==> config.mk <==
export PLATFORM = sky130hd
export DESIGN_NAME = fpbu_top
export DESIGN_NICKNAME = d
export VERILOG_FILES = /design/src/logic/fpbu_pkg.sv /design/src/logic/fpbu_top.sv
export SDC_FILE = /design/constraint.sdc
export NUM_CORES = 1
export LEC_CHECK = 0
export BUFFER_PORTS_ARGS = -buffer_cell sky130_fd_sc_hd__buf_2
export CAP_MARGIN = 20
export CORE_MARGIN = 2
export CORE_UTILIZATION = 50
export CTS_BUF_LIST = sky130_fd_sc_hd__clkbuf_8
export DETAILED_ROUTE_END_ITERATION = 6
export PLACE_DENSITY_LB_ADDON = 0.15
export REMOVE_ABC_BUFFERS = 1
export SETUP_SLACK_MARGIN = 0.2
export SLEW_MARGIN = 20
export SYNTH_ARGS = -nofsm -noshare
export SYNTH_HDL_FRONTEND = slang
export SYNTH_SLANG_ARGS = --single-unit
==> constraint.sdc <==
create_clock -name core_clk -period 5.62 [get_ports core_clk]
set_input_delay 1.405 -clock core_clk [delete_from_list [all_inputs] [get_ports core_clk]]
set_output_delay 1.405 -clock core_clk [all_outputs]
set_load 0.005 [all_outputs]
==> src/logic/fpbu_pkg.sv <==
/*
 * Constants, register layout and carrier types of the flash patch and
 * breakpoint unit.
 * Assumes a 32-bit core address space whose top three bits select flash or RAM.
 */
package fpbu_pkg;

  // ***************************************************************
  // Sizes
  // ***************************************************************
  localparam int NUM_INSN = 6;
  localparam int NUM_LIT  = 2;
  localparam int NUM_COMP = NUM_INSN + NUM_LIT;

  // ***************************************************************
  // Register map (byte addresses on the register bus)
  // ***************************************************************
  localparam logic [5:0] OFF_CTRL   = 6'h00;
  localparam logic [5:0] OFF_REMAP  = 6'h04;
  localparam logic [5:0] OFF_STATUS = 6'h08;
  localparam logic [5:0] OFF_COMP0  = 6'h10;
  localparam logic [5:0] OFF_COMP7  = 6'h2C;

  // Field positions.
  localparam int CTRL_EN_BIT    = 0;
  localparam int CTRL_NINSN_LSB = 4;
  localparam int CTRL_NLIT_LSB  = 8;
  localparam int COMP_EN_BIT    = 0;
  localparam int COMP_BKPT_BIT  = 1;
  localparam int COMP_ADDR_LSB  = 2;
  localparam int COMP_ADDR_MSB  = 28;
  localparam int REMAP_LSB      = 5;
  localparam int REMAP_MSB      = 28;
  localparam int STAT_BKPT_BIT  = 3;
  localparam int STAT_HIT_BIT   = 4;

  // Reset values.
  localparam logic        CTRL_EN_RST = 1'b0;
  localparam logic [23:0] REMAP_RST   = 24'h000000;
  localparam logic [31:0] COMP_RST    = 32'h00000000;

  // ***************************************************************
  // Address regions
  // ***************************************************************
  localparam logic [2:0] FLASH_REGION = 3'h0;
  localparam logic [2:0] RAM_REGION   = 3'h1;

  // Breakpoint opcode handed to the core; the value is arbitrary.
  localparam logic [15:0] BKPT_INSN = 16'h0000;

  // ***************************************************************
  // Carriers
  // ***************************************************************
  typedef struct packed {
    logic        valid;
    logic        literal;
    logic [31:0] addr;
  } fpbu_req_t;

  typedef struct packed {
    logic        flashValid;
    logic        literal;
    logic [31:0] flashAddr;
    logic [31:0] protAddr;
    logic        remapValid;
    logic [31:0] remapAddr;
    logic        bkptValid;
    logic [15:0] bkptInsn;
  } fpbu_rsp_t;

endpackage

==> src/logic/fpbu_top.sv <==
/*
 * Flash patch and breakpoint unit: eight address comparators beside the
 * core fetch paths, configured over an Avalon-MM slave with waitrequest.
 * Assumes one fetch request per cycle from the core and a single clock.
 */
`timescale 1ns/1ps
module fpbu_top (
  // Clock and reset
  input  wire logic                core_clk,
  input  wire logic                reset,
  // Avalon-MM register slave
  input  wire logic [5:0]          avAddress,
  input  wire logic                avRead,
  input  wire logic                avWrite,
  input  wire logic [31:0]         avWriteData,
  input  wire logic [3:0]          avByteEnable,
  output      logic [31:0]         avReadData,
  output      logic                avWaitRequest,
  // Core fetch path
  input  wire fpbu_pkg::fpbu_req_t fetchReq,
  output      fpbu_pkg::fpbu_rsp_t fetchRsp
);

  // ***************************************************************
  // Declarations
  // ***************************************************************
  logic                globalEnReg,  globalEnNext;
  logic [23:0]         remapBaseReg, remapBaseNext;
  logic [31:0]         compReg  [fpbu_pkg::NUM_COMP];
  logic [31:0]         compNext [fpbu_pkg::NUM_COMP];
  logic                waitReg,      waitNext;
  logic [31:0]         rdataReg,     rdataNext;
  logic [2:0]          lastIdxReg,   lastIdxNext;
  logic                lastBkptReg,  lastBkptNext;
  logic                lastHitReg,   lastHitNext;
  fpbu_pkg::fpbu_rsp_t rspReg,       rspNext;
  logic [fpbu_pkg::NUM_COMP-1:0] hitVec;
  logic [fpbu_pkg::NUM_COMP-1:0] compEnVec;
  logic [2:0]          hitIdx;
  logic                hitAny;
  logic                inFlash;
  logic                litAligned;
  logic [31:0]         regView;
  logic [31:0]         remapWord;

  function automatic logic [31:0] merge(input logic [31:0] old, input logic [31:0] wd, input logic [3:0] be);
    logic [31:0] res;
    res = old;
    for (int b = 0; b < 4; b++) begin
      if (be[b]) begin
        res[b*8 +: 8] = wd[b*8 +: 8];
      end
    end
    return res;
  endfunction

  // ***************************************************************
  // Comparators
  // ***************************************************************
  assign inFlash    = fetchReq.addr[31:29] == fpbu_pkg::FLASH_REGION;
  assign litAligned = fetchReq.addr[1:0] == 2'h0;

  // Comparators 0 to 5 watch instruction fetches, 6 and 7 watch literal loads.
  for (genvar i = 0; i < fpbu_pkg::NUM_COMP; i++) begin : g_cmp
    logic kindOk;
    assign compEnVec[i] = compReg[i][fpbu_pkg::COMP_EN_BIT];
    if (i < fpbu_pkg::NUM_INSN) begin : g_insn
      assign kindOk = !fetchReq.literal;
    end else begin : g_lit
      assign kindOk = fetchReq.literal && litAligned;
    end
    assign hitVec[i] = fetchReq.valid && globalEnReg && compEnVec[i] && inFlash && kindOk
                       && fetchReq.addr[28:2] == compReg[i][fpbu_pkg::COMP_ADDR_MSB:fpbu_pkg::COMP_ADDR_LSB];
  end

  // Lowest index wins when several comparators hit.
  always_comb begin
    hitIdx = 3'h0;
    hitAny = 1'b0;
    for (int i = fpbu_pkg::NUM_COMP - 1; i >= 0; i--) begin
      if (hitVec[i]) begin
        hitIdx = 3'(i);
        hitAny = 1'b1;
      end
    end
  end

  // ***************************************************************
  // Fetch response
  // ***************************************************************
  // The match result leaves in the same cycle as the flash access it belongs
  // to; the core cannot cancel the flash access, so both are presented.
  always_comb begin
    rspNext            = '0;
    rspNext.flashValid = fetchReq.valid;
    rspNext.literal    = fetchReq.literal;
    rspNext.flashAddr  = fetchReq.addr;
    rspNext.protAddr   = fetchReq.addr;
    rspNext.bkptInsn   = fpbu_pkg::BKPT_INSN;
    if (hitAny) begin
      if (hitIdx < 3'(fpbu_pkg::NUM_INSN) && compReg[hitIdx][fpbu_pkg::COMP_BKPT_BIT]) begin
        rspNext.bkptValid = 1'b1;
      end else begin
        rspNext.remapValid = 1'b1;
        rspNext.remapAddr  = {fpbu_pkg::RAM_REGION, remapBaseReg, hitIdx, 2'h0};
      end
    end
    lastIdxNext  = hitAny ? hitIdx : lastIdxReg;
    lastBkptNext = hitAny ? rspNext.bkptValid : lastBkptReg;
    lastHitNext  = hitAny | lastHitReg;
  end

  // ***************************************************************
  // Register slave
  // ***************************************************************
  always_comb begin
    regView = 32'h00000000;
    unique case (avAddress)
      fpbu_pkg::OFF_CTRL: begin
        regView[fpbu_pkg::CTRL_EN_BIT] = globalEnReg;
        regView[fpbu_pkg::CTRL_NINSN_LSB +: 4] = 4'(fpbu_pkg::NUM_INSN);
        regView[fpbu_pkg::CTRL_NLIT_LSB +: 4]  = 4'(fpbu_pkg::NUM_LIT);
      end
      fpbu_pkg::OFF_REMAP: regView[fpbu_pkg::REMAP_MSB:fpbu_pkg::REMAP_LSB] = remapBaseReg;
      fpbu_pkg::OFF_STATUS: begin
        regView[2:0] = lastIdxReg;
        regView[fpbu_pkg::STAT_BKPT_BIT] = lastBkptReg;
        regView[fpbu_pkg::STAT_HIT_BIT]  = lastHitReg;
      end
      default: begin
        if (avAddress >= fpbu_pkg::OFF_COMP0 && avAddress <= fpbu_pkg::OFF_COMP7 && avAddress[1:0] == 2'h0) begin
          regView = compReg[3'(avAddress[5:2] - fpbu_pkg::OFF_COMP0[5:2])];
        end
      end
    endcase
  end

  // A request is held one cycle with waitrequest high, then completes with
  // waitrequest low; unmapped reads return zero and unmapped writes drop.
  // Byte lanes of the remap word are merged first, so only the base field is kept.
  assign remapWord = merge({3'h0, remapBaseReg, 5'h00}, avWriteData, avByteEnable);

  always_comb begin
    waitNext      = 1'b1;
    rdataNext     = rdataReg;
    globalEnNext  = globalEnReg;
    remapBaseNext = remapBaseReg;
    compNext      = compReg;
    if ((avRead || avWrite) && waitReg) begin
      waitNext  = 1'b0;
      rdataNext = avRead ? regView : 32'h00000000;
    end
    if (avWrite && !waitReg) begin
      unique case (avAddress)
        fpbu_pkg::OFF_CTRL: begin
          if (avByteEnable[0]) begin
            globalEnNext = avWriteData[fpbu_pkg::CTRL_EN_BIT];
          end
        end
        fpbu_pkg::OFF_REMAP: begin
          remapBaseNext = remapWord[fpbu_pkg::REMAP_MSB:fpbu_pkg::REMAP_LSB];
        end
        default: begin
          if (avAddress >= fpbu_pkg::OFF_COMP0 && avAddress <= fpbu_pkg::OFF_COMP7 && avAddress[1:0] == 2'h0) begin
            compNext[3'(avAddress[5:2] - fpbu_pkg::OFF_COMP0[5:2])] =
              merge(compReg[3'(avAddress[5:2] - fpbu_pkg::OFF_COMP0[5:2])], avWriteData, avByteEnable);
          end
        end
      endcase
    end
  end

  always_ff @(posedge core_clk) begin
    if (reset) begin
      globalEnReg  <= fpbu_pkg::CTRL_EN_RST;
      remapBaseReg <= fpbu_pkg::REMAP_RST;
      for (int i = 0; i < fpbu_pkg::NUM_COMP; i++) begin
        compReg[i] <= fpbu_pkg::COMP_RST;
      end
      waitReg      <= 1'b1;
      rdataReg     <= 32'h00000000;
      rspReg       <= '0;
      lastIdxReg   <= 3'h0;
      lastBkptReg  <= 1'b0;
      lastHitReg   <= 1'b0;
    end else begin
      globalEnReg  <= globalEnNext;
      remapBaseReg <= remapBaseNext;
      compReg      <= compNext;
      waitReg      <= waitNext;
      rdataReg     <= rdataNext;
      rspReg       <= rspNext;
      lastIdxReg   <= lastIdxNext;
      lastBkptReg  <= lastBkptNext;
      lastHitReg   <= lastHitNext;
    end
  end

  assign avWaitRequest = waitReg;
  assign avReadData    = rdataReg;
  assign fetchRsp      = rspReg;
endmodule

* Yosys cells after proc, flatten, opt, wreduce, memory -nomap -nowiden
Cells that the tools add are included.
** Word-level totals
- Register bits after elaboration :: 403
- Word-level logic and storage cells :: 159
** Cells by class
- Add/sub/neg operators :: 1
- $lt $le $gt $ge :: 6
- Equality and inequality tests :: 10
- Muxes and demuxes :: 53
- Bitwise operators :: 5
- Reduce and logical (&&, ||, !) cells :: 58
** Operator list (number)
- bitwise mux 256 bit :: 1
- == test 27 bit :: 8
- binary-select mux 32 bit (select 3 bit) :: 2
- two-way mux 32 bit :: 5
- two-way mux 8 bit :: 16
- demux 32 bit (select 3 bit) :: 1
- logical AND 1 bit :: 40
- case mux 17 bit (2 select lines) :: 1
- two-way mux 33 bit :: 1
- two-way mux 3 bit :: 9
- case mux 7 bit (3 select lines) :: 1
- AND reduction 3 bit :: 6
- two-way mux 1 bit :: 11
- >= comparator 4 bit, second input constant :: 2
- NOT 3 -> 4 bit :: 2
- == test 6 x 3 -> 1 bit, second input constant :: 1
- == test 6 x 4 -> 1 bit, second input constant :: 1
- >= comparator 6 x 5 -> 1 bit, second input constant :: 1
- less-or-equal comparator 6 bit, second input constant :: 1
- zero test 6 bit :: 1
- case mux 3 bit (2 select lines) :: 1
- OR reduction 2 bit :: 3
- OR reduction 3 bit :: 2
- zero test 2 bit :: 2
- other kinds (11) :: 14

* Depth between registers and ports, before layout
Gate-level depths: netlist of run 1.
- Word-level depth :: 20
- Gate-level depth with buffers :: 11
- Gate-level depth less buffers :: 9

* Least setup slack after synthesis of run 1
Ideal clock, no wire load.
- Kind :: in2reg
- Start point :: input avAddress[2]
- End point :: register compReg[113] (netlist bit)
- Arrival time :: 3.460 ns
- Data required time :: 5.486 ns
- Slack :: 2.026 ns
- Stages on the path :: 8
- Buffers on the path :: 3
- Cells stage by stage :: clkbuf_1 > buf_2 > clkbuf_1 > mux4_2 > mux2_2 > mux2_2 > nand2_1 > a21oi_1
** Between the ends
- Cells in the longest elaborated chain, start to end :: 10
** RTL lines
- start, declared :: line fpbu_top.sv:12 : input wire logic [5:0] avAddress,
- subtractor 3 bit :: line fpbu_top.sv:165, fpbu_top.sv:166
- NOT 3 -> 4 bit (not written as such) :: line fpbu_top.sv:165, fpbu_top.sv:166
- binary-select mux 32 bit (select 3 bit) :: line fpbu_top.sv:166 : merge(compReg[3'(avAddress[5:2] - fpbu_pkg::OFF_COMP0[5:2])], avWriteData, avByteEnable);
- two-way mux 32 bit (not written as such) (2 in a row) :: line fpbu_top.sv:166
- two-way mux 8 bit :: line fpbu_top.sv:50 : if (be[b]) begin
- two-way mux 8 bit :: line fpbu_top.sv:164 : if (avAddress >= fpbu_pkg::OFF_COMP0 && avAddress <= fpbu_pkg::OFF_COMP7 && avAddress[1:0] == 2'h0) begin
- two-way mux 8 bit :: line fpbu_top.sv:154 : unique case (avAddress)
- two-way mux 8 bit :: line fpbu_top.sv:153 : if (avWrite && !waitReg) begin
- bitwise mux 256 bit :: line fpbu_top.sv:165 : compNext[3'(avAddress[5:2] - fpbu_pkg::OFF_COMP0[5:2])] =
- end signal, assigned by index :: line fpbu_top.sv:178 : compReg[i] <= fpbu_pkg::COMP_RST;
- end signal, assigned :: line fpbu_top.sv:189 : compReg <= compNext;
- end, declared :: line fpbu_top.sv:29 : logic [31:0] compReg [fpbu_pkg::NUM_COMP];
Parallel ways exist; a longest one is shown, timed or not. The select of a mux whose other input is x is not followed.
A chain may end at the register's enable or synchronous reset.

* Worst setup path after layout of run 1
- Start point :: input fetchReq[3] (netlist bit)
- End point :: register rspReg, in the netlist fetchRsp[36]
** Between the ends
- Cells in the longest elaborated chain, start to end :: 16
** RTL lines
- start, declared :: line fpbu_top.sv:20 : input wire fpbu_pkg::fpbu_req_t fetchReq,
- == test 27 bit :: line fpbu_top.sv:73 : && fetchReq.addr[28:2] == compReg[i][fpbu_pkg::COMP_ADDR_MSB:fpbu_pkg::COMP_ADDR_LSB];
- logical AND 1 bit :: line fpbu_top.sv:73
- two-way mux 3 bit (8 in a row) :: line fpbu_top.sv:81 : if (hitVec[i]) begin
- NOT 3 -> 4 bit (not written as such) :: line fpbu_top.sv:101 : if (hitIdx < 3'(fpbu_pkg::NUM_INSN) && compReg[hitIdx][fpbu_pkg::COMP_BKPT_BIT]) begin
- binary-select mux 32 bit (select 3 bit) :: line fpbu_top.sv:101
- two-way mux 2 bit (not written as such) (2 in a row) :: line fpbu_top.sv:101
- logical AND 1 bit :: line fpbu_top.sv:101
- OR reduction 3 bit (no source line) *
- end signal, assigned :: line fpbu_top.sv:192 : rspReg <= rspNext;
- end, declared :: line fpbu_top.sv:36 : fpbu_pkg::fpbu_rsp_t rspReg, rspNext;
Mark *: on every way between the ends. The rest lies on a longest branch, timed or not. The select of a mux whose other input is x is not followed.

==> impl_metrics.env, run 1 <==
export IMPL_status="finished, final reports clean"
export IMPL_reg2reg_from="compReg[227]$_SDFFE_PP0P_"
export IMPL_layout_nets=2324
export IMPL_crit_slowest_cell="nor4_1"
export IMPL_route_vias_total=16400
export IMPL_clock_latency_ns=0.62
export IMPL_viasPerCell=5.93
export IMPL_crit_fanout=17
export IMPL_r2r_end="fetchRsp[36]$_SDFF_PP0_"
export IMPL_grt_start_max_net_pins=94
export IMPL_drv_cap=0
export IMPL_root_buffer="clkbuf_8"
export IMPL_synth_area_leaders="dfxtp_1 (42%), nand2_1 (12%), xnor2_1 (10%)"
export IMPL_die_area_um2=38300
export IMPL_period_needed_ns=4.07
export IMPL_ys_seq_area_share_pct=41.6
export IMPL_ctsResizeCount=0
export IMPL_grt_pass1_wl_mm=96.7
export IMPL_hold_depth=2
export IMPL_grt_ovfl_total=0
export IMPL_final_hold_violation_count=0
export IMPL_rsz0062_at_grt="false"
export IMPL_max_stage_delay_ns=0.58
export IMPL_syn_area_um2=18400
export IMPL_cts_sinks=382
export IMPL_cp_endpoint="fetchRsp[36]$_SDFF_PP0_"
export IMPL_detail_route_wl_per_cell_um=23.9
export IMPL_setup_violations=0
export IMPL_die_h_um=196
export IMPL_final_cells=2756
export IMPL_synthCells=2135
export IMPL_cts_hold_buf=0
export IMPL_worstPathRequired_ns=6.10
export IMPL_wl_mm=65.8
export IMPL_ant_nets=0
export IMPL_crit_start="fetchReq[3]"
export IMPL_synth_flop_cell="dfxtp_1"
export IMPL_synth_edff_count=0
export IMPL_drt_initial_drc_count=1811
export IMPL_yosys_area_top_type="dfxtp_1"
export IMPL_die_x_um=196
export IMPL_drtPass1Iterations=6
export IMPL_crit_chain="buf_2 > xnor2_1 > nand4_1 > nor4_1 > a21oi_1 > a32o_2 > and3_1 > o21ai_4 > buf_4 > a21oi_2"
export IMPL_grt_usage_pct=33.7
export IMPL_worst_hold_slack_ns=0.453
export IMPL_yosysWarningCount=0
export IMPL_skew_ns=0.0371
export IMPL_antenna_found_initial=2
export IMPL_worst_pin_slew_ns=1.20
export IMPL_core_area_um2=36400
export IMPL_ir_worst_vdd_mv=0.213
export IMPL_htree_levels=3
export IMPL_path_class="in -> reg"
export IMPL_rr_worst_depth=9
export IMPL_worst_ep_arrival_time_ns=4.55
export IMPL_start_kind="input port"
export IMPL_globalplace_congestion=1.01
export IMPL_io_pins=229
export IMPL_async_reset_ff_share_pct=0
export IMPL_dp_cells=2644
export IMPL_worstHoldPathType="reg -> reg"
export IMPL_netlist_area_leader_share_pct=41.6
export IMPL_start_util_pct=50.5
export IMPL_maxSlewViolCount=0
export IMPL_diodes=0
export IMPL_rrSetupSlack_ns=2.21
export IMPL_cts_tree="built"
export IMPL_numPortBuffers=208
export IMPL_p_leak_nw=7.11
export IMPL_dpl_hpwl_mm=43.9
export IMPL_relSlewSlack_pct=19.8
export IMPL_num_rows=70
export IMPL_cts_made_buffers=66
export IMPL_cts_setup_buffers=0
export IMPL_ys_seq_elements=382
export IMPL_clock_path_buffers=3
export IMPL_fill_cells=3252
export IMPL_ys_types=48
export IMPL_drive_above_1_share_pct=21.4
export IMPL_synth_area_per_cell_um2=8.62
export IMPL_timing_final_crit_share_pct=72.4
export IMPL_endpoint_kind="register"
export IMPL_finalSetupTns_ns=0
export IMPL_drc=0
export IMPL_p_total_mw=5.82
export IMPL_clk_pin_slew_worst_paths_ns=0.06
export IMPL_grt_pass1_vias=15300
export IMPL_power_density_nw_per_um2=281
export IMPL_area_growth_pct=12.6
export IMPL_fmax_mhz=246
[flip-flops by register name, indices dropped and copies added, names as in the netlist]
register	cells
fetchRsp	63
globalEnReg	1
lastBkptReg	1
compReg	248
remapBaseReg	24
compEnVec	8
avWaitRequest	1
lastIdxReg	3
lastHitReg	1
avReadData	32
[report_power, final]
part	switching (mW)	internal, mW	total, mW
clock	1.17	1.47	2.65
sequential	0.00747	2.72	2.73
combinational	0.295	0.145	0.440
total	1.47	4.34	5.82
[cell usage after synthesis, drive strengths merged (19+ instances only)]
master  count
nor2       50
clkbuf    115
dfxtp     382
nand4      60
xnor2     217
nand2     588
a21oi     311
nand3      31
buf       100
mux4       64
mux2       50
nor2b      37
a222oi     19
[metrics by stage]
step	util, %	setup slack (ns)	instance area [um2]
floorplan	-	0.768	17400
global placement	53.1	1.05	19400
detailed placement	53.1	0.969	19400
CTS	56.8	1.61	20700
global route	56.8	1.48	20700
finish	56.8	1.55	20700
[worst min path at each step]
stage / from / end / slack, ns
2_1_floorplan: lastHitReg$_SDFF_PP0_ / lastHitReg$_SDFF_PP0_ / 0.42
5_1_grt: compReg[1]$_SDFFE_PP0P_ / compReg[1]$_SDFFE_PP0P_ / 0.47
3_5_place_dp: compReg[158]$_SDFFE_PP0P_ / compReg[158]$_SDFFE_PP0P_ / 0.45
4_1_cts: compReg[158]$_SDFFE_PP0P_ / compReg[158]$_SDFFE_PP0P_ / 0.45
3_3_place_gp: lastHitReg$_SDFF_PP0_ / lastHitReg$_SDFF_PP0_ / 0.44
6_report: lastHitReg$_SDFF_PP0_ / lastHitReg$_SDFF_PP0_ / 0.45
[routing by layer]
layer  wire length [um]  GRT usage, %  up-vias
li1                   -             -     7379
met1              26500          44.6     7827
met2              28300          50.4      964
met3               7860          10.6      186
met4               3130          15.6        0
met5                  0             0        -
[cells by family (layout without fill, tap and decap cells)]
| family | after synthesis | in the layout | synth area share [%] |
|---|---|---|---|
| xor gates and xnor gates | 217 | 217 | 10.3 |
| AOI/OAI and AO/OA | 366 | 366 | 11.4 |
| and+or+nand+nor | 812 | 812 | 18.9 |
| other | 1 | 20 | 0.0204 |
| muxes | 130 | 130 | 11.8 |
| buffers and inverters | 227 | 361 | 6.05 |
| DFF | 382 | 382 | 41.6 |
[layout make-up]
cell class	instances	area (um2)	area share, %
sequential	382	7650	36.9
multi-input combinational	1545	9760	47.1
tap	468	586	2.83
timing repair buffer	237	1320	6.39
clock buffer	84	1160	5.58
clock inverter	28	198	0.954
inverter	12	45.0	0.217
[layout by cell type, fill, tap and decap left out, types with 2 or more instances in the layout]
cell type	synthesis	final
buf_2	37	205
buf_4	53	27
nor4_1	16	16
and2_1	5	5
dfxtp_1	382	382
clkbuf_8	0	84
nand2b_1	4	4
mux2_2	50	50
nand2_1	588	587
a21oi_1	291	291
nor2_1	50	42
nor3_2	0	2
xnor2_1	217	217
conb_1	1	20
o22ai_1	3	3
nor2_2	0	8
nor2b_1	37	37
nand3_1	31	31
o21ai_4	1	2
a222oi_1	19	19
nand4_1	60	60
a21oi_2	20	20
or3_1	3	3
mux2i_1	16	16
a22oi_1	12	12
bufinv_16	0	3
buf_12	0	4
mux4_2	64	64
or2_2	4	4
nor3_1	5	3
clkinvlp_4	0	2
and3_1	2	2
o21ai_0	9	9
inv_1	11	29
clkinv_2	0	5
[critical path: cells and delay by family]
| kind | cells | cell delay [ns] |
|---|---|---|
| compound gates | 4 | 1.28 |
| simple gates | 3 | 0.95 |
| xor+xnor | 1 | 0.34 |
| buf+inv | 2 | 0.54 |
Note: power is estimated with default switching activity, not from simulation.
==> run 2: changes to the inputs <==
Clock period 5.62 ns to 3.8 ns, I/O delays scaled along.
==> run 2 against run 1 <==
Net effect:
- the flow now finishes with violations (DRC)
- total power is 51% higher
- flip-flop and latch count unchanged
- worst setup slack got worse by 0.81 ns
- first-iteration DRC count grew 17%
- via count is 1.4% higher
- sequential power increased by 48%
- critical endpoint is now fetchRsp[46]$_SDFF_PP0_
- largest cell class unchanged
- highest routed layer unchanged
==> impl_metrics.env, run 2 (synthesis gave the netlist of run 1 again) <==
export IMPL_io_pins=229
export IMPL_drive_above_1_share_pct=23.7
export IMPL_skew_ns=0.0314
export IMPL_p_clk_share_pct=46.1
export IMPL_endpoint_kind="register"
export IMPL_htree_levels=3
export IMPL_p_int_mw=6.58
export IMPL_final_util_pct=58.5
export IMPL_fmax_mhz=326
export IMPL_layout_nets=2380
export IMPL_placed_area_um2=19900
export IMPL_largest_register_ffs=248
export IMPL_final_cells=2817
export IMPL_stdcell_area_um2=21300
export IMPL_dpl_hpwl_mm=45.5
export IMPL_reg2reg_from="compReg[216]$_SDFFE_PP0P_"
export IMPL_drc=6
export IMPL_grt_ovfl_total=0
export IMPL_path_class="in -> reg"
export IMPL_wl_mm=67.4
export IMPL_detail_route_wl_per_cell_um=23.9
export IMPL_ant_nets=0
export IMPL_crit_start="fetchReq[19]"
export IMPL_drt_initial_drc_count=2118
export IMPL_num_rows=70
export IMPL_setup_violations=0
export IMPL_rrSetupSlack_ns=0.92
export IMPL_worst_ep_arrival_time_ns=3.51
export IMPL_die_area_um2=38300
export IMPL_status="finished with violations"
export IMPL_ctsResizeCount=0
export IMPL_cts_setup_buffers=0
export IMPL_worst_pin_slew_ns=1.17
export IMPL_clock_latency_ns=0.62
export IMPL_clk_pin_slew_worst_paths_ns=0.06
export IMPL_start_util_pct=50.5
export IMPL_viasPerCell=5.88
export IMPL_core_area_um2=36400
export IMPL_route_vias_total=16600
export IMPL_root_buffer="clkbuf_8"
export IMPL_cts_made_buffers=67
export IMPL_relSlewSlack_pct=22.0
export IMPL_pwr_share_seq_pct=46.1
export IMPL_final_common_cell="nand2_1"
export IMPL_worst_hold_slack_ns=0.449
export IMPL_setup_slack_ns=0.734
export IMPL_crit_fanout=25
export IMPL_grt_pass1_vias=15600
export IMPL_drtPass1Iterations=7
export IMPL_die_h_um=196
export IMPL_failed_checks="DRC"
export IMPL_globalplace_congestion=0.978
export IMPL_worstPathRequired_ns=4.24
export IMPL_dp_slack_ns=0.190
export IMPL_die_x_um=196
export IMPL_timing_final_crit_share_pct=80.7
export IMPL_period_needed_ns=3.07
export IMPL_netSwitchingFraction_pct=24.9
export IMPL_antenna_found_initial=2
export IMPL_holdCritStartpoint="remapBaseReg[2]$_SDFFE_PP0P_"
export IMPL_grt_start_max_net_pins=187
export IMPL_grt_usage_pct=34.5
export IMPL_maxSlewViolCount=0
export IMPL_top_register="compReg"
export IMPL_cts_hold_buf=0
export IMPL_ir_worst_vdd_mv=0.214
export IMPL_dp_cells=2699
export IMPL_switching_power_mw=2.19
export IMPL_numPortBuffers=208
export IMPL_cts_tree="built"
export IMPL_area_growth_pct=15.9
export IMPL_cts_sinks=382
export IMPL_fill_cells=3221
export IMPL_clock_path_buffers=3
export IMPL_grt_pass1_wl_mm=98.7
export IMPL_layout_common_cells="nand2_1 (588), dfxtp_1 (382), a21oi_1 (291)"
export IMPL_start_kind="input port"
export IMPL_drv_cap=0
export IMPL_power_density_nw_per_um2=411
export IMPL_combPwrFrac_pct=7.9
export IMPL_rsz0062_at_grt="false"
export IMPL_p_leak_nw=7.45
export IMPL_worstHoldPathType="reg -> reg"
export IMPL_final_hold_violation_count=0
[run 2: cell count changes in the layout (fill, tap and decap cells not counted), sizes merged]
cell	delta
buf	+55
diode	+1
clkinv	+3
clkinvlp	-1
bufinv	-2
clkbuf	+13
inv	-8
[run 2: power groups by stage]
stage	combinational [mW]	clock, mW	sequential [mW]
finish	0.689	4.04	4.04
global route	0.719	4.24	4.04
CTS	0.675	4.08	4.04
detailed placement	0.672	0	4.13
global placement	0.673	0	4.13
floorplan	0.242	0	4.13
[run 2: metal layers]
layer / global-route usage (%) / up-vias / share of wire [%]
met3: 7.67 / 162 / 10
met2: 52.5 / 938 / 44
met1: 47.2 / 7980 / 41
met5: 0 / - / 0
met4: 15.4 / 0 / 4.1
li1: - / 7497 / -
[run 2: critical path, cell delays in order]
cell	delay (ns)
buf_2	0.19
xnor2_1	0.38
nand4_1	0.14
nor4_1	0.33
buf_4	0.17
and2_1	0.13
a21oi_1	0.07
a32o_2	0.36
and3_1	0.20
o21ai_4	0.24
buf_12	0.24
a21oi_1	0.09
[run 2: layout make-up]
type / instances / area (um2) / area share (%)
flip-flops and latches: 382 / 7650 / 35.9
well taps: 468 / 586 / 2.75
inverters: 12 / 45.0 / 0.211
multi-input cells: 1545 / 9750 / 45.7
repair buffers: 292 / 1840 / 8.61
clock buffers: 97 / 1340 / 6.26
clock inverters: 20 / 115 / 0.540
diodes: 1 / 2.50 / 0.0117
[run 2: worst paths after layout]
| check | endpoint | cells past startpoint |
|---|---|---|
| worst max-delay path | fetchRsp[46]$_SDFF_PP0_ | 12 |
| worst min-delay path | fetchRsp[24]$_SDFF_PP0_ | 2 |
| worst max register to register | fetchRsp[46]$_SDFF_PP0_ | 11 |
| worst min register to register | fetchRsp[24]$_SDFF_PP0_ | 2 |
[run 2: metrics by stage]
step | power (mW) | TNS, ns
after global routing | 9.00 | 0
after global placement | 4.80 | 0
final | 8.77 | 0
after CTS | 8.80 | 0
after detailed placement | 4.80 | 0
after floorplan | 4.37 | -14.52
==> run 3: changes to the inputs <==
Clock period 3.8 ns to 3 ns, I/O delays scaled along.
==> run 3 against run 2 <==
Net effect:
- the flow now finishes without violations
- non-clock buffer count increased by 135
- worst hold slack got worse by 0.072 ns
- final cell count increased by 4.8%
- first-iteration DRC count increased by 0.66%
- register-to-register slack got worse by 0.72 ns
- flip-flop and latch count unchanged
- largest power group unchanged
==> impl_metrics.env, run 3 (synthesis gave the netlist of run 1 again) <==
export IMPL_setup_violations=0
export IMPL_worst_ep_arrival_time_ns=3.33
export IMPL_power_density_nw_per_um2=478
export IMPL_detail_route_wl_per_cell_um=23.2
export IMPL_wl_mm=68.4
export IMPL_maxSlewViolCount=0
export IMPL_drc=0
export IMPL_skew_ns=0.0325
export IMPL_core_area_um2=36400
export IMPL_globalplace_congestion=0.951
export IMPL_die_h_um=196
export IMPL_status="finished, final reports clean"
export IMPL_dp_cells=2827
export IMPL_final_cells=2952
export IMPL_final_util_pct=62.4
export IMPL_layout_common_cells="nand2_1 (588), dfxtp_1 (374), a21oi_1 (290)"
export IMPL_fill_cells=3155
export IMPL_grt_pass1_wl_mm=100
export IMPL_antenna_found_initial=0
export IMPL_path_class="reg -> reg"
export IMPL_timing_final_crit_share_pct=93.4
export IMPL_diodes=0
export IMPL_num_rows=70
export IMPL_top_register="compReg"
export IMPL_final_hold_violation_count=0
export IMPL_placed_area_um2=21000
export IMPL_cts_tree="built"
export IMPL_worstPathRequired_ns=3.52
export IMPL_multiInputGateArea_um2=10100
export IMPL_clock_latency_ns=0.63
export IMPL_drive_above_1_share_pct=29.2
export IMPL_cts_sinks=382
export IMPL_clock_path_buffers=3
export IMPL_ir_worst_vdd_mv=0.290
export IMPL_grt_usage_pct=34.8
export IMPL_viasPerCell=5.83
export IMPL_fmax_mhz=357
export IMPL_route_vias_total=17200
export IMPL_start_kind="register"
export IMPL_final_common_cell="nand2_1"
export IMPL_numPortBuffers=208
export IMPL_period_needed_ns=2.80
export IMPL_drv_cap=0
export IMPL_finalSetupTns_ns=0
export IMPL_area_growth_pct=23.7
export IMPL_worst_pin_slew_ns=0.977
export IMPL_largest_register_ffs=248
export IMPL_root_buffer="clkbuf_8"
export IMPL_grt_pass1_vias=16100
export IMPL_worstHoldPathType="in -> reg"
export IMPL_rsz0062_at_grt="false"
export IMPL_htree_levels=3
export IMPL_relSlewSlack_pct=34.5
export IMPL_worst_hold_slack_ns=0.377
export IMPL_crit_fanout=14
export IMPL_drtPass1Iterations=6
export IMPL_die_area_um2=38300
export IMPL_clk_pin_slew_worst_paths_ns=0.06
export IMPL_drt_initial_drc_count=2132
export IMPL_ant_nets=0
export IMPL_io_pins=229
export IMPL_die_x_um=196
export IMPL_start_util_pct=50.5
export IMPL_cts_made_buffers=68
export IMPL_stdcell_area_um2=22800
export IMPL_grt_start_max_net_pins=179
export IMPL_endpoint_kind="register"
export IMPL_layout_nets=2516
export IMPL_regArea_um2=7660
export IMPL_grt_ovfl_total=0
export IMPL_dpl_hpwl_mm=45.4
export IMPL_p_leak_nw=8.30
run 3: final cells by class:
class / instances / area share, %
Clock inverter: 34 / 0.682
Inverter: 12 / 0.198
Sequential cell: 382 / 33.7
Timing Repair Buffer: 427 / 13.6
Multi-Input combinational cell: 1545 / 44.2
Tap cell: 468 / 2.57
Clock buffer: 84 / 5.08
run 3: final timing paths:
kind	depth (start not counted)	slack [ns]	start	end
max	13	0.20	compReg[184]$_SDFFE_PP0P_	lastBkptReg$_SDFFE_PP0P_
min	2	0.38	fetchReq[32]	fetchRsp[114]$_SDFF_PP0_
max reg2reg	13	0.20	compReg[184]$_SDFFE_PP0P_	lastBkptReg$_SDFFE_PP0P_
min reg2reg	2	0.45	remapBaseReg[2]$_SDFFE_PP0P_	fetchRsp[24]$_SDFF_PP0_
run 3: critical path, cell delays in order, from the launching register on:
cell and delay, ns:
dfxtp_2 0.33, xnor2_1 0.17, buf_4 0.16, nand4_1 0.13, nor4_2 0.36, buf_4 0.17
and2_1 0.14, o21ai_0 0.10, a32o_2 0.29, a311oi_4 0.28, o21ai_4 0.10, buf_4 0.15
buf_12 0.15, and4_1 0.18
run 3: stage by stage:
step	total power [mW]	worst slack [ns]
after CTS	10.9	0.201
after global routing	11.2	0.143
after global placement	6.20	-0.548
after floorplan	5.54	-1.20
final	10.9	0.197
after detailed placement	6.20	-0.559
run 3: timing repair:
action                                  CTS  global route
hold buffers                              0             0
pin swaps                                 1            27
gates cloned                              0             2
resized for setup                         3            57
setup buffers                             0             5
endpoints found under the setup margin   28            30
run 3: report_power, final:
| part | internal [mW] | total, mW | switching [mW] |
|---|---|---|---|
| clock network | 2.52 | 4.74 | 2.22 |
| logic | 0.415 | 1.02 | 0.604 |
| registers | 5.10 | 5.12 | 0.0144 |
run 3: layer usage:
| layer | vias up | wire length (um) | global-route usage (%) |
|---|---|---|---|
| met5 | - | 0 | 0 |
| met4 | 0 | 2990 | 15.0 |
| met3 | 180 | 7380 | 6.45 |
| met2 | 1015 | 30100 | 53.5 |
| met1 | 8252 | 28000 | 48.1 |
| li1 | 7767 | - | - |
